### config.mk
export PLATFORM = sky130hd
export DESIGN_NAME = utx_endpoint
export DESIGN_NICKNAME = d
export VERILOG_FILES = /design/src/rtl/utx_pkg.sv /design/src/rtl/utx_endpoint.sv
export SDC_FILE = /design/constraint.sdc
export NUM_CORES = 1
export LEC_CHECK = 0
export BUFFER_PORTS_ARGS = -buffer_cell sky130_fd_sc_hd__buf_2
export CAP_MARGIN = 20
export CORE_MARGIN = 10
export CORE_UTILIZATION = 45
export DETAILED_ROUTE_END_ITERATION = 16
export PLACE_DENSITY_LB_ADDON = 0.12
export SLEW_MARGIN = 10
export SYNTH_ARGS = -nofsm -noshare
export SYNTH_HDL_FRONTEND = slang
export SYNTH_SLANG_ARGS = --single-unit
### constraint.sdc
create_clock -name ref_clk_in -period 8.7 [get_ports ref_clk_in]
set_input_delay 0 -clock ref_clk_in [delete_from_list [all_inputs] [get_ports ref_clk_in]]
set_output_delay 0 -clock ref_clk_in [all_outputs]
set_load 0.05 [all_outputs]
### src/rtl/utx_pkg.sv
// package: register map, field layout and shared types of the tx endpoint control
package utx_pkg;

  // ------------------------------------------------------------
  // register offsets (printed offsets are not all multiples of 4)
  // ------------------------------------------------------------
  localparam logic [31:0] UTX_ADDR_TX_DATA   = 32'h5000_1862;
  localparam logic [31:0] UTX_ADDR_TX_STATUS = 32'h5000_1864;
  localparam logic [31:0] UTX_ADDR_TX_CTRL   = 32'h5000_1866;
  localparam logic [31:0] UTX_ADDR_EP_CFG    = 32'h5000_1868;
  localparam logic [31:0] UTX_ADDR_FRAME_LO  = 32'h5000_1870;
  localparam logic [31:0] UTX_ADDR_FUNC_ADDR = 32'h5000_1872;

  // ------------------------------------------------------------
  // field positions
  // ------------------------------------------------------------
  localparam int UTX_TXC_EN      = 0;
  localparam int UTX_TXC_LAST    = 1;
  localparam int UTX_TXC_TOGGLE  = 2;
  localparam int UTX_TXC_FLUSH   = 3;
  localparam int UTX_TXC_REFILL  = 4;
  localparam int UTX_TXC_WL_LO   = 5;
  localparam int UTX_TXC_IGNMSK  = 7;
  localparam int UTX_EPC_ACTIVE  = 4;
  localparam int UTX_EPC_ISO     = 5;
  localparam int UTX_EPC_STALL   = 7;
  localparam int UTX_TXS_URUN    = 7;
  localparam int UTX_TXS_WARN    = 6;
  localparam int UTX_TXS_DONE    = 5;

  // ------------------------------------------------------------
  // reset values, sizes and codes
  // ------------------------------------------------------------
  localparam logic [15:0] UTX_REG_RESET  = 16'h0000;
  localparam int          UTX_FIFO_DEPTH = 64;
  localparam int          UTX_PTR_W      = 6;
  localparam logic [1:0]  UTX_WL_OFF     = 2'h0;
  localparam logic [1:0]  UTX_WL_LT5     = 2'h1;
  localparam logic [1:0]  UTX_WL_LT17    = 2'h2;
  localparam logic [6:0]  UTX_LIM_LT5    = 7'h04;
  localparam logic [6:0]  UTX_LIM_LT17   = 7'h10;
  localparam logic [4:0]  UTX_FREE_MAX   = 5'h1F;
  localparam logic [3:0]  UTX_PID_DATA0  = 4'h3;
  localparam logic [3:0]  UTX_PID_DATA1  = 4'hB;
  localparam logic [3:0]  UTX_PID_STALL  = 4'hE;
  localparam logic [3:0]  UTX_PID_NAK    = 4'hA;

  // token kinds from the serial engine
  typedef enum logic [1:0] {
    UTX_TOK_IN    = 2'b00,
    UTX_TOK_OUT   = 2'b01,
    UTX_TOK_SETUP = 2'b10,
    UTX_TOK_NONE  = 2'b11
  } utx_tok_e;

  // decoded token from the serial engine
  typedef struct packed {
    logic       valid;
    utx_tok_e   kind;
    logic [6:0] addr;
    logic [3:0] ep;
  } utx_token_s;

  // byte stream toward the serial engine
  typedef struct packed {
    logic       valid;
    logic       pid;
    logic       crc;
    logic       eop;
    logic       stuff_err;
    logic [7:0] data;
  } utx_tx_s;

  // transmit state machine
  typedef enum logic [2:0] {
    UTX_ST_IDLE  = 3'b000,
    UTX_ST_PID   = 3'b001,
    UTX_ST_DATA  = 3'b010,
    UTX_ST_CRC   = 3'b011,
    UTX_ST_EOP   = 3'b100,
    UTX_ST_ERR   = 3'b101,
    UTX_ST_HSK   = 3'b110
  } utx_state_e;

endpackage

### src/rtl/utx_endpoint.sv
// module: transmit control and endpoint configuration of one full-speed endpoint
`timescale 1ns/1ps

// Function
// - iso with ignore-mask set sends queued data at the next IN.
// - iso with ignore-mask clear sends only when frame lsb equals toggle.
// - warn limit code 00 off, 01 fewer than 5, 10 fewer than 17 bytes.
// - warn event set when bytes left are at or below the limit.
// - warn event only while transmit enable is set.
// - setting last marker saves the current read pointer.
// - refill reloads the saved pointer after transmission, then self-clears.
// - flush empties fifo, clears last marker, zeroes pointers after transmission, self-clears.
// - non-iso sends DATA0 for toggle 0 and DATA1 for toggle 1.
// - iso with ignore-mask clear, frame match but no IN discards the fifo at next SOF.
// - iso always sends DATA0.
// - fifo empty mid-packet without last marker forces stuff error then EOP.
// - last marker with no data gives a zero-length packet.
// - payload and CRC16 are sent before the last marker clears, as EOP is queued.
// - transmit enable clears after one packet or any stall, on an IN or an OUT token.
// - stall answers IN when tx enabled and OUT when rx enabled.
// - stall never answers a SETUP token.
// - enabled but not ready iso endpoint sends no handshake.
// - active bit gates matching on endpoint number and address.
// - a four-bit endpoint number is held for matching.
// - underrun flag set on mid-packet empty, cleared by status read.
module utx_endpoint
  import utx_pkg::*;
(
  input  wire logic        ref_clk_in,
  input  wire logic        resetn_in,
  input  wire logic [31:0] addr_in,
  input  wire logic [15:0] wdata_in,
  input  wire logic        wr_in,
  input  wire logic        rd_in,
  output logic      [15:0] rdata_out,
  input  wire utx_token_s  token_in,
  input  wire logic        sof_in,
  input  wire logic [7:0]  frame_num_in,
  input  wire logic        rx_enable_in,
  input  wire logic        rx_fifo_full_in,
  input  wire logic        ack_in,
  input  wire logic        tx_ready_in,
  output utx_tx_s          tx_out,
  output logic      [3:0]  tx_pid_out,
  output logic             tx_warn_event_out
);

  // ------------------------------------------------------------
  // registers and fifo storage
  // ------------------------------------------------------------
  logic [7:0]           tx_ctrl_q;
  logic [7:0]           ep_cfg_q;
  logic [6:0]           func_addr_q;
  logic [7:0]           frame_lo_q;
  logic [7:0]           fifo_mem [UTX_FIFO_DEPTH];
  logic [UTX_PTR_W:0]   wptr_q;
  logic [UTX_PTR_W:0]   rptr_q;
  logic [UTX_PTR_W:0]   saved_rptr_q;
  logic                 tx_underrun_flag_q;
  logic                 ack_stat_q;
  logic                 done_q;
  logic                 iso_armed_q;
  utx_state_e           state_q;
  logic [15:0]          crc_q;
  logic                 crc_hi_q;
  logic [15:0]          rdata_q;
  utx_tx_s              tx_q;
  logic [3:0]           pid_q;
  logic                 warn_q;

  // ------------------------------------------------------------
  // decode
  // ------------------------------------------------------------
  // address match used by both the write and read paths
  function automatic logic hit(input logic [31:0] a, input logic [31:0] r);
    return a == r;
  endfunction

  logic               busy;
  logic               fifo_empty;
  logic [UTX_PTR_W:0] level;
  logic [6:0]         limit;
  logic               tok_match;
  logic               iso;
  logic               frame_ok;
  logic               wr_ctrl;
  logic               start_tx;
  logic               send_stall;
  logic               take;

  assign busy       = state_q != UTX_ST_IDLE;
  assign take       = !tx_q.valid || tx_ready_in;
  assign level      = wptr_q - rptr_q;
  assign fifo_empty = level == '0;
  assign iso        = ep_cfg_q[UTX_EPC_ISO];
  assign wr_ctrl    = wr_in && hit(addr_in, UTX_ADDR_TX_CTRL);
  // token matching on function address and endpoint number
  assign tok_match  = token_in.valid && ep_cfg_q[UTX_EPC_ACTIVE]
                      && token_in.addr == func_addr_q
                      && token_in.ep == ep_cfg_q[3:0];
  // iso frame lock unless ignore-mask set
  assign frame_ok   = tx_ctrl_q[UTX_TXC_IGNMSK]
                      || (frame_lo_q[0] == tx_ctrl_q[UTX_TXC_TOGGLE]);
  assign send_stall = tok_match && ep_cfg_q[UTX_EPC_STALL] && !busy
                      && ((token_in.kind == UTX_TOK_IN && tx_ctrl_q[UTX_TXC_EN])
                      || (token_in.kind == UTX_TOK_OUT && rx_enable_in));
  // data only when enabled, last marker set or fifo not empty, and (iso) frame matches
  assign start_tx   = tok_match && token_in.kind == UTX_TOK_IN && !busy
                      && !ep_cfg_q[UTX_EPC_STALL] && tx_ctrl_q[UTX_TXC_EN]
                      && (!iso || frame_ok)
                      && (tx_ctrl_q[UTX_TXC_LAST] || !fifo_empty);

  // warning threshold, code 11 treated as off
  always_comb begin
    case (tx_ctrl_q[UTX_TXC_WL_LO +: 2])
      UTX_WL_LT5:  limit = UTX_LIM_LT5;
      UTX_WL_LT17: limit = UTX_LIM_LT17;
      default:     limit = '0;
    endcase
  end

  // ------------------------------------------------------------
  // control registers
  // ------------------------------------------------------------
  // endpoint config, address and frame low byte
  always_ff @(posedge ref_clk_in) begin
    if (!resetn_in) begin
      ep_cfg_q    <= UTX_REG_RESET[7:0];
      func_addr_q <= UTX_REG_RESET[6:0];
      frame_lo_q  <= UTX_REG_RESET[7:0];
    end else begin
      if (wr_in && hit(addr_in, UTX_ADDR_EP_CFG)) begin
        ep_cfg_q <= wdata_in[7:0] & 8'hBF;
      end
      if (wr_in && hit(addr_in, UTX_ADDR_FUNC_ADDR)) begin
        func_addr_q <= wdata_in[6:0];
      end
      if (sof_in) begin
        frame_lo_q <= frame_num_in;
      end
    end
  end

  // transmit control; hardware clears win over firmware writes of same bit
  always_ff @(posedge ref_clk_in) begin
    if (!resetn_in) begin
      tx_ctrl_q <= UTX_REG_RESET[7:0];
    end else begin
      if (wr_ctrl) begin
        tx_ctrl_q <= wdata_in[7:0];
      end
      if (state_q == UTX_ST_EOP && take) begin
        tx_ctrl_q[UTX_TXC_LAST] <= 1'b0;
        tx_ctrl_q[UTX_TXC_EN]   <= 1'b0;
      end
      if (send_stall && token_in.kind == UTX_TOK_IN) begin
        tx_ctrl_q[UTX_TXC_EN] <= 1'b0;
      end
      if (!busy && tx_ctrl_q[UTX_TXC_REFILL]) begin
        tx_ctrl_q[UTX_TXC_REFILL] <= 1'b0;
      end
      if (!busy && tx_ctrl_q[UTX_TXC_FLUSH]) begin
        tx_ctrl_q[UTX_TXC_FLUSH] <= 1'b0;
        tx_ctrl_q[UTX_TXC_LAST]  <= 1'b0;
      end
    end
  end

  // ------------------------------------------------------------
  // fifo pointers
  // ------------------------------------------------------------
  // write side, flush, refill, iso discard and read advance
  always_ff @(posedge ref_clk_in) begin
    if (!resetn_in) begin
      wptr_q       <= '0;
      rptr_q       <= '0;
      saved_rptr_q <= '0;
    end else begin
      if (wr_in && hit(addr_in, UTX_ADDR_TX_DATA) && level < 7'(UTX_FIFO_DEPTH)) begin
        fifo_mem[wptr_q[UTX_PTR_W-1:0]] <= wdata_in[7:0];
        wptr_q <= wptr_q + 1'b1;
      end
      if (wr_ctrl && wdata_in[UTX_TXC_LAST] && !tx_ctrl_q[UTX_TXC_LAST]) begin
        saved_rptr_q <= rptr_q;
      end
      if (state_q == UTX_ST_DATA && take && !fifo_empty) begin
        rptr_q <= rptr_q + 1'b1;
      end
      if (!busy && tx_ctrl_q[UTX_TXC_REFILL]) begin
        rptr_q <= saved_rptr_q;
      end
      if ((!busy && tx_ctrl_q[UTX_TXC_FLUSH]) || (sof_in && iso_armed_q)) begin
        wptr_q <= '0;
        rptr_q <= '0;
      end
    end
  end

  // ------------------------------------------------------------
  // transmit state machine
  // ------------------------------------------------------------
  always_ff @(posedge ref_clk_in) begin
    if (!resetn_in) begin
      state_q  <= UTX_ST_IDLE;
      tx_q     <= '0;
      pid_q    <= '0;
      crc_q    <= '1;
      crc_hi_q <= 1'b0;
    end else begin
      tx_q.valid <= tx_q.valid && !tx_ready_in;
      case (state_q)
        UTX_ST_IDLE: begin
          crc_q <= '1;
          if (send_stall) begin
            pid_q   <= UTX_PID_STALL;
            state_q <= UTX_ST_HSK;
          end else if (start_tx) begin
            // iso always DATA0, otherwise toggle picks the pid
            pid_q   <= (iso || !tx_ctrl_q[UTX_TXC_TOGGLE])
                       ? UTX_PID_DATA0 : UTX_PID_DATA1;
            state_q <= UTX_ST_PID;
          end
        end
        UTX_ST_PID, UTX_ST_HSK: begin
          if (take) begin
            tx_q    <= '{valid: 1'b1, pid: 1'b1, crc: 1'b0, eop: 1'b0,
                         stuff_err: 1'b0, data: {~pid_q, pid_q}};
            state_q <= (state_q == UTX_ST_HSK) ? UTX_ST_EOP : UTX_ST_DATA;
          end
        end
        UTX_ST_DATA: begin
          if (fifo_empty) begin
            // empty with last set ends the payload, else underrun
            state_q <= tx_ctrl_q[UTX_TXC_LAST] ? UTX_ST_CRC : UTX_ST_ERR;
          end else if (take) begin
            tx_q  <= '{valid: 1'b1, pid: 1'b0, crc: 1'b0, eop: 1'b0,
                       stuff_err: 1'b0, data: fifo_mem[rptr_q[UTX_PTR_W-1:0]]};
            crc_q <= crc16(crc_q, fifo_mem[rptr_q[UTX_PTR_W-1:0]]);
          end
        end
        UTX_ST_CRC: begin
          if (take) begin
            tx_q     <= '{valid: 1'b1, pid: 1'b0, crc: 1'b1, eop: 1'b0, stuff_err: 1'b0,
                          data: crc_hi_q ? ~crc_q[15:8] : ~crc_q[7:0]};
            crc_hi_q <= !crc_hi_q;
            if (crc_hi_q) begin
              state_q <= UTX_ST_EOP;
            end
          end
        end
        UTX_ST_ERR: begin
          if (take) begin
            tx_q    <= '{valid: 1'b1, pid: 1'b0, crc: 1'b0, eop: 1'b0,
                         stuff_err: 1'b1, data: 8'h00};
            state_q <= UTX_ST_EOP;
          end
        end
        UTX_ST_EOP: begin
          if (take) begin
            tx_q    <= '{valid: 1'b1, pid: 1'b0, crc: 1'b0, eop: 1'b1,
                         stuff_err: 1'b0, data: 8'h00};
            state_q <= UTX_ST_IDLE;
          end
        end
        default: state_q <= UTX_ST_IDLE;
      endcase
    end
  end

  // usb crc16 over one byte, lsb first
  function automatic logic [15:0] crc16(input logic [15:0] c, input logic [7:0] d);
    logic [15:0] r;
    r = c;
    for (int i = 0; i < 8; i++) begin
      r = (r[0] ^ d[i]) ? ((r >> 1) ^ 16'hA001) : (r >> 1);
    end
    return r;
  endfunction

  // ------------------------------------------------------------
  // status flags
  // ------------------------------------------------------------
  // sticky flags; a set in the read cycle wins over the read clear
  always_ff @(posedge ref_clk_in) begin
    if (!resetn_in) begin
      tx_underrun_flag_q <= 1'b0;
      ack_stat_q         <= 1'b0;
      done_q             <= 1'b0;
      iso_armed_q        <= 1'b0;
      warn_q             <= 1'b0;
    end else begin
      if (rd_in && hit(addr_in, UTX_ADDR_TX_STATUS)) begin
        tx_underrun_flag_q <= 1'b0;
        ack_stat_q         <= 1'b0;
        done_q             <= 1'b0;
      end
      if (state_q == UTX_ST_DATA && fifo_empty && !tx_ctrl_q[UTX_TXC_LAST]) begin
        tx_underrun_flag_q <= 1'b1;
      end
      if (state_q == UTX_ST_EOP && take) begin
        done_q <= 1'b1;
      end
      if (ack_in && !iso) begin
        ack_stat_q <= 1'b1;
      end
      // iso slot armed while frame matches, enabled and ignore-mask clear; cleared by IN or SOF
      if (start_tx || sof_in) begin
        iso_armed_q <= 1'b0;
      end else if (iso && tx_ctrl_q[UTX_TXC_EN] && frame_ok && !tx_ctrl_q[UTX_TXC_IGNMSK]) begin
        iso_armed_q <= 1'b1;
      end
      if (sof_in && iso_armed_q) begin
        done_q <= 1'b1;
      end
      // warning only while transmit is enabled
      warn_q <= tx_ctrl_q[UTX_TXC_EN] && limit != '0
                && {1'b0, level} <= 8'(limit);
    end
  end

  // ------------------------------------------------------------
  // read path and outputs
  // ------------------------------------------------------------
  logic [4:0] free_cnt;
  assign free_cnt = (7'(UTX_FIFO_DEPTH) - level > 7'(UTX_FREE_MAX))
                    ? UTX_FREE_MAX : 5'(7'(UTX_FIFO_DEPTH) - level);

  // read data valid one cycle after the strobe, zero otherwise
  always_ff @(posedge ref_clk_in) begin
    if (!resetn_in) begin
      rdata_q <= '0;
    end else if (rd_in) begin
      if (hit(addr_in, UTX_ADDR_TX_CTRL)) begin
        rdata_q <= {8'h00, tx_ctrl_q};
      end else if (hit(addr_in, UTX_ADDR_EP_CFG)) begin
        rdata_q <= {8'h00, ep_cfg_q};
      end else if (hit(addr_in, UTX_ADDR_TX_STATUS)) begin
        rdata_q <= {8'h00, tx_underrun_flag_q, ack_stat_q, done_q, free_cnt};
      end else if (hit(addr_in, UTX_ADDR_FUNC_ADDR)) begin
        rdata_q <= {9'h000, func_addr_q};
      end else if (hit(addr_in, UTX_ADDR_FRAME_LO)) begin
        rdata_q <= {8'h00, frame_lo_q};
      end else begin
        rdata_q <= '0;
      end
    end else begin
      rdata_q <= '0;
    end
  end

  assign rdata_out         = rdata_q;
  assign tx_out            = tx_q;
  assign tx_pid_out        = pid_q;
  assign tx_warn_event_out = warn_q;

endmodule // utx_endpoint

# Word-level counts from Yosys, hierarchy flattened
# Memories as Yosys holds them, arrays and structs flattened. A register that Yosys moved wholly into a read port is not among the register bits.
# Cells that the tools add are included.
dict set report totals {
  regBits 109
  ramBits 512
  inputBits 79
  output_inout_bits 34
  word_cells 218
  memories 1
}
dict set report op_classes {
  add_sub_neg 4
  order_cmp 3
  eq_ne 27
  n_mux 52
  bitwise_logic 21
  reduce_logical 82
}
# name depth width rd rd_ports_with_merged_regs write_ports line_no
set memory_table {}
lappend memory_table {fifo_mem 64 8 1 1 1 utx_endpoint.sv:55} ;# logic [7:0] fifo_mem [UTX_FIFO_DEPTH];
# operator n
set op_table {}
lappend op_table {{32-bit by 31-bit == test with 1-bit output, second input constant} 6}
lappend op_table {{16-bit two-way mux} 10}
lappend op_table {{13-bit two-way mux} 6}
lappend op_table {{13-bit one-hot mux with 5 select lines} 1}
lappend op_table {{8-bit two-way mux} 6}
lappend op_table {{1-bit logical AND} 38}
lappend op_table {{16-bit one-hot mux with 2 select lines} 1}
lappend op_table {{3-bit two-way mux} 10}
lappend op_table {{2-bit inverter with 3-bit output} 8}
lappend op_table {{3-bit one-hot mux with 6 select lines} 1}
lappend op_table {{2-bit != test, second input constant} 8}
lappend op_table {{8-bit inverter} 2}
lappend op_table {{7-bit by 1-bit adder with 7-bit output, second input constant} 2}
lappend op_table {{7-bit two-way mux} 2}
lappend op_table {{7-bit AND reduction} 2}
lappend op_table {{4-bit two-way mux} 3}
lappend op_table {{6-bit two-way mux} 2}
lappend op_table {{1-bit zero test} 10}
lappend op_table {{5-bit one-hot mux with 2 select lines} 1}
lappend op_table {{2-bit nonzero test} 5}
lappend op_table {{2-bit OR reduction} 5}
lappend op_table {{3-bit == test, second input constant} 3}
lappend op_table {{1-bit logical OR} 8}
lappend op_table {{1-bit two-way mux} 8}
lappend op_table {{other kinds (27)} 41}

# Logic depth before layout (Yosys ltp)
dict set report logic_depth {
  depth_word 19
  ltp_mapped 15
  mapped_depth_nobuf 13
}

# Worst setup path after synthesis
# OpenSTA, ideal clock, no wires.
dict set report synth_timing {
  kind {register to register}
  startpoint {reg wptr_q[0]}
  endpoint {mem fifo_mem[25][0], enable pin}
  setup_ns 0.383
  t_arrival_ns 3.519
  required_time_ns 8.317
  setup_slack_ns 4.797
  path_stages_with_launch 14
  n_path_buf 1
  period_less_slack_ns 3.903
  path_cell_list {dfxtp_1 > inv_1 > ha_1 > fa_1 > nor2b_1 > o21ai_0 > a21boi_0 > nor2_1 > nand3b_1 > a211oi_1 > o2111ai_1 > or2_2 > clkbuf_1 > nor3_1}
}
dict set report synth_between {
  elab_chain_len 6
}
# item line_no
set synth_rtl {}
lappend synth_rtl {{from (decl)} utx_endpoint.sv:56} ;# logic [UTX_PTR_W:0] wptr_q;
lappend synth_rtl {{from (signal assigned)} utx_endpoint.sv:181} ;# wptr_q <= wptr_q + 1'b1;
lappend synth_rtl {{7-bit subtractor} utx_endpoint.sv:93} ;# assign level = wptr_q - rptr_q;
lappend synth_rtl {{7-bit less-than comparator} utx_endpoint.sv:179} ;# if (wr_in && hit(addr_in, UTX_ADDR_TX_DATA) && level < 7'(UTX_FIFO_DEPTH)) begin
lappend synth_rtl {{1-bit logical AND} utx_endpoint.sv:179}
lappend synth_rtl {{1-bit two-way mux} utx_endpoint.sv:179}
lappend synth_rtl {{1-bit two-way mux} utx_endpoint.sv:174} ;# if (!resetn_in) begin
lappend synth_rtl {{1-bit two-way mux (implied by the code)} utx_endpoint.sv:180} ;# fifo_mem[wptr_q[UTX_PTR_W-1:0]] <= wdata_in[7:0];
lappend synth_rtl {{to (decl)} utx_endpoint.sv:55}
# Parallel ways exist; a longest one is shown, timed or not.

==> results.py <==
metrics = {
    "status": {
        "status": "complete, no violations",
    },
    "global_route": {
        "grt_util_met3_pct": 3.428,
        "grt_max_degree": 68,
        "grt-ovfl-total": 0,
        "grt_util_met2_pct": 30.58,
        "met1_usage_pct": 27.45,
        "grt_pass1_wl_um": 97760,
        "grt_usage_pct": 19.41,
        "antenna_found_initial": 0,
        "grt-busiest-layer": "met2",
        "grt_pass1_vias": 14820,
    },
    "sta": {
        "fin_crit_ps": 4944,
        "setup_tns_ps": 0,
        "final_max_slew_viol_count": 0,
        "hold_violations": 0,
        "rsz0062_at_grt": "no",
        "worst_slack_ps": 3756,
        "finalSetupViolations": 0,
        "min_period_over_period_pct": 56.83,
        "worst_slew_margin_rel_pct": 28.63,
        "tightest_slew_ps": 1067,
        "clock.fmax_ghz": 0.2023,
        "finClkSkew_ps": 16.57,
    },
    "critical_path": {
        "end_kind": "flop",
        "crit_chain": "buf_4 -> buf_4 -> mux4_2 -> mux2i_1 -> a221oi_1 -> a22oi_2 -> xnor2_1 -> xor3_1 -> xor3_2 -> xnor2_2 -> nor4_2 -> a211oi_1",
        "critPathBufInv": 2,
        "reg2reg_to": "crc_q[0]$_SDFFE_PN1P_",
        "crit_family": "XOR/XNOR gates",
        "criticalPathCategory": "reg2reg",
        "ff2ff_path_depth": 12,
        "cp.required_ps": 9210,
        "max_stage_delay_ps": 790,
        "r2r_slack_ps": 3760,
        "crit_arrival_ps": 5460,
        "slowest_stage": "dfxtp_4",
        "cp_common_cell": "buf_4",
        "worst-path-max-fanout": 37,
        "start_kind": "flop",
    },
    "routing": {
        "drt_wl_total_um": 65530,
        "wl_per_cell_um": 25.50,
        "antenna_left": 0,
        "vias": 14810,
        "drt_drc_violations_left": 0,
        "first_pass_iters": 5,
        "drtIter0Drc": 1497,
        "viasPerCell": 5.762,
    },
    "yosys": {
        "synthDistinctLibCells": 81,
        "syn_area_per_cell_sq_um": 15.73,
        "yosysSeqAreaShare_pct": 67.81,
        "synth_edf_count": 512,
        "synth_async_sr_flop_share_pct": 0,
        "yosysWarningCount": 0,
        "synth-main-ff-cell": "edfxtp_1",
        "syn_area_sq_mm": 0.02583,
        "ys_ff_latch": 619,
        "syn_inst": 1642,
    },
    "placed_design": {
        "place_area_sq_mm": 0.02693,
        "io_buffers": 95,
        "pre_cts_slack_ps": 3748,
        "place.gp.congestion": 0.8296,
        "dp_hpwl_um": 41300,
    },
    "floorplan": {
        "initial_core_util_pct": 45.64,
        "die_x_um": 259.6,
        "die_y_um": 259.6,
        "die-area_sq_mm": 0.06739,
        "top_level_ports": 113,
        "rows": 87,
        "coreArea_sq_mm": 0.05660,
    },
    "hold_path": {
        "min_to": "rdata_out[3]$_SDFF_PN0_",
        "min_delay_path_depth": 5,
        "hp-start": "addr_in[3]",
        "hp-class": "in2reg",
    },
    "layout": {
        "final_util_pct": 51.77,
        "layout.nets": 1856,
        "area_growth_pct": 13.44,
        "drive_gt1_share_pct": 20.34,
        "fin_area_sq_mm": 0.02930,
        "num_antenna_cells": 0,
    },
    "power_and_ir_drop": {
        "peakVddDrop_uv": 137.2,
        "pwr_density_cell_mw_per_mm2": 204.9,
        "p_leak_nw": 9.340,
    },
    "job": {
        "maxCapViolations": 0,
    },
    "cts": {
        "numCtsBuffers": 68,
        "tritoncts": "built",
        "cts.reportedPaths.clkPinSlew_ps": 60,
        "htreeDepth": 3,
        "cts_buffer_depth": 3,
        "clk_latency_ps": 610,
        "clockRootBuffer": "clkbuf_16",
        "post_cts.repair.setup_buffers": 0,
        "cts_sinks": 619,
    },
}
==> worst reg2reg max path: stages, from the launching register on <==
cell and delay, ps:
dfxtp_4 790, buf_4 670, buf_4 430, mux4_2 590, mux2i_1 250, a221oi_1 150, a22oi_2 400, xnor2_1 230
xor3_1 320, xor3_2 450, xnor2_2 270, nor4_2 60, a211oi_1 240
==> power by group <==
group | switching [W] | internal [W] | total, W
Combinational | 0.0000766 | 0.0000294 | 0.000106
Sequential | 0.00000179 | 0.00321 | 0.00321
Clock | 0.00117 | 0.00152 | 0.00269
Total | 0.00124 | 0.00476 | 0.00600
==> metal layers <==
| metal | wire length [um] | vias to the layer above | share of wire, % |
|---|---|---|---|
| met5 | 0 | - | 0 |
| met4 | 1182 | 0 | 1.8 |
| met3 | 4408 | 81 | 6.7 |
| met2 | 31190 | 459 | 48 |
| met1 | 28750 | 7639 | 44 |
| li1 | - | 6630 | - |
==> sequential cells by signal (all words and copies together) (netlist names), 3 cells and up, named ones only <==
register / flops
fifo_mem: 512
tx_pid_out: 4
state_q: 3
frame_lo_q: 8
func_addr_q: 7
saved_rptr_q: 7
tx_ctrl_q: 8
tx_out: 13
rptr_q: 7
crc_q: 16
rdata_out: 8
ep_cfg_q: 7
wptr_q: 7
==> Yosys cell counts, types with 16 or more instances <==
master | instances | area [sq um]
edfxtp_1 | 512 | 15370
nor2_1 | 143 | 536.8
mux4_2 | 125 | 2815
dfxtp_1 | 107 | 2142
nand2_1 | 105 | 394.1
a21oi_1 | 68 | 340.3
mux2i_1 | 60 | 600.6
clkbuf_1 | 53 | 198.9
nand3_1 | 37 | 185.2
xnor2_1 | 33 | 289.0
inv_1 | 25 | 93.84
a22oi_1 | 24 | 180.2
nor3_1 | 23 | 115.1
o21ai_0 | 23 | 115.1
nor2b_1 | 18 | 112.6
buf_2 | 17 | 85.08
a211oi_1 | 16 | 120.1
nand2b_1 | 16 | 100.1
==> timing repair <==
action	in CTS	in global routing
hold buffers	28	0
gates resized for setup	0	0
setup endpoints to repair	0	0
hold endpoints to repair	56	0
==> stage by stage <==
step	total power [W]	instances	hold WS [ps]
6_report	0.006003	2570	9.455
5_1_grt	0.006177	2570	47.64
4_1_cts	0.006056	2569	5.297
3_5_place_dp	0.003366	2419	243.3
3_3_place_gp	0.003363	2417	236.1
2_1_floorplan	0.003299	1649	98.87
==> cells by family (layout without fill, tap and decap cells) <==
family / after synthesis / count (layout) / share of synthesized area (%)
AOI/OAI and AO/OA: 207 / 207 / 5.308
xor gates and xnor gates: 48 / 48 / 1.865
adders and majority gates: 15 / 15 / 0.7556
buffers and inverters: 130 / 295 / 2.499
DFF: 619 / 619 / 67.81
muxes: 192 / 192 / 13.76
other: 1 / 8 / 0.01452
and+or+nand+nor: 430 / 430 / 7.991
==> placed cells by master (no fill, tap or decap), drive strengths merged, types with 4 or more instances in the layout <==
cell	netlist	layout
edfxtp	512	512
nor2	143	143
mux4	129	129
buf	50	118
dfxtp	107	107
nand2	105	105
clkbuf	53	87
a21oi	68	68
mux2i	60	60
nand3	37	37
xnor2	35	35
clkinv	1	31
inv	26	30
dlygate4sd3	0	28
a22oi	26	26
o21ai	23	23
nor3	23	23
nor2b	18	18
nand2b	16	16
a211oi	16	16
o22ai	15	15
ha	14	14
or2	13	13
and2	12	12
nor4	11	11
xor2	10	10
or3	10	10
a31oi	10	10
conb	1	8
and3	7	7
nand4	7	7
nor3b	6	6
nand3b	6	6
a221oi	6	6
nor4b	6	6
a2111oi	6	6
a32oi	4	4
==> worst max-delay path by stage <==
stage / startpoint / endpoint / slack (ps) / cells past startpoint
2_1_floorplan: wptr_q[0]$_SDFFE_PP0P_ / fifo_mem[25][0]$_DFFE_PP_ / 4800 / 13
3_3_place_gp: flop / crc_q[0]$_SDFFE_PN1P_ / 3790 / 12
3_5_place_dp: flop / crc_q[0]$_SDFFE_PN1P_ / 3750 / 12
4_1_cts: flop / crc_q[0]$_SDFFE_PN1P_ / 3710 / 12
5_1_grt: flop / crc_q[0]$_SDFFE_PN1P_ / 3390 / 12
6_report: flop / crc_q[0]$_SDFFE_PN1P_ / 3760 / 12
==> final cells by class <==
cell class / count / area [sq um]
Fill cell: 4747 / 27300
Sequential cell: 619 / 17530
Multi-Input combinational cell: 900 / 7706
Clock buffer: 87 / 1823
Timing Repair Buffer: 146 / 945.9
Tap cell: 756 / 945.9
Clock inverter: 35 / 255.2
Inverter: 27 / 101.3
No activity file was read; power rests on OpenSTA's default activity.
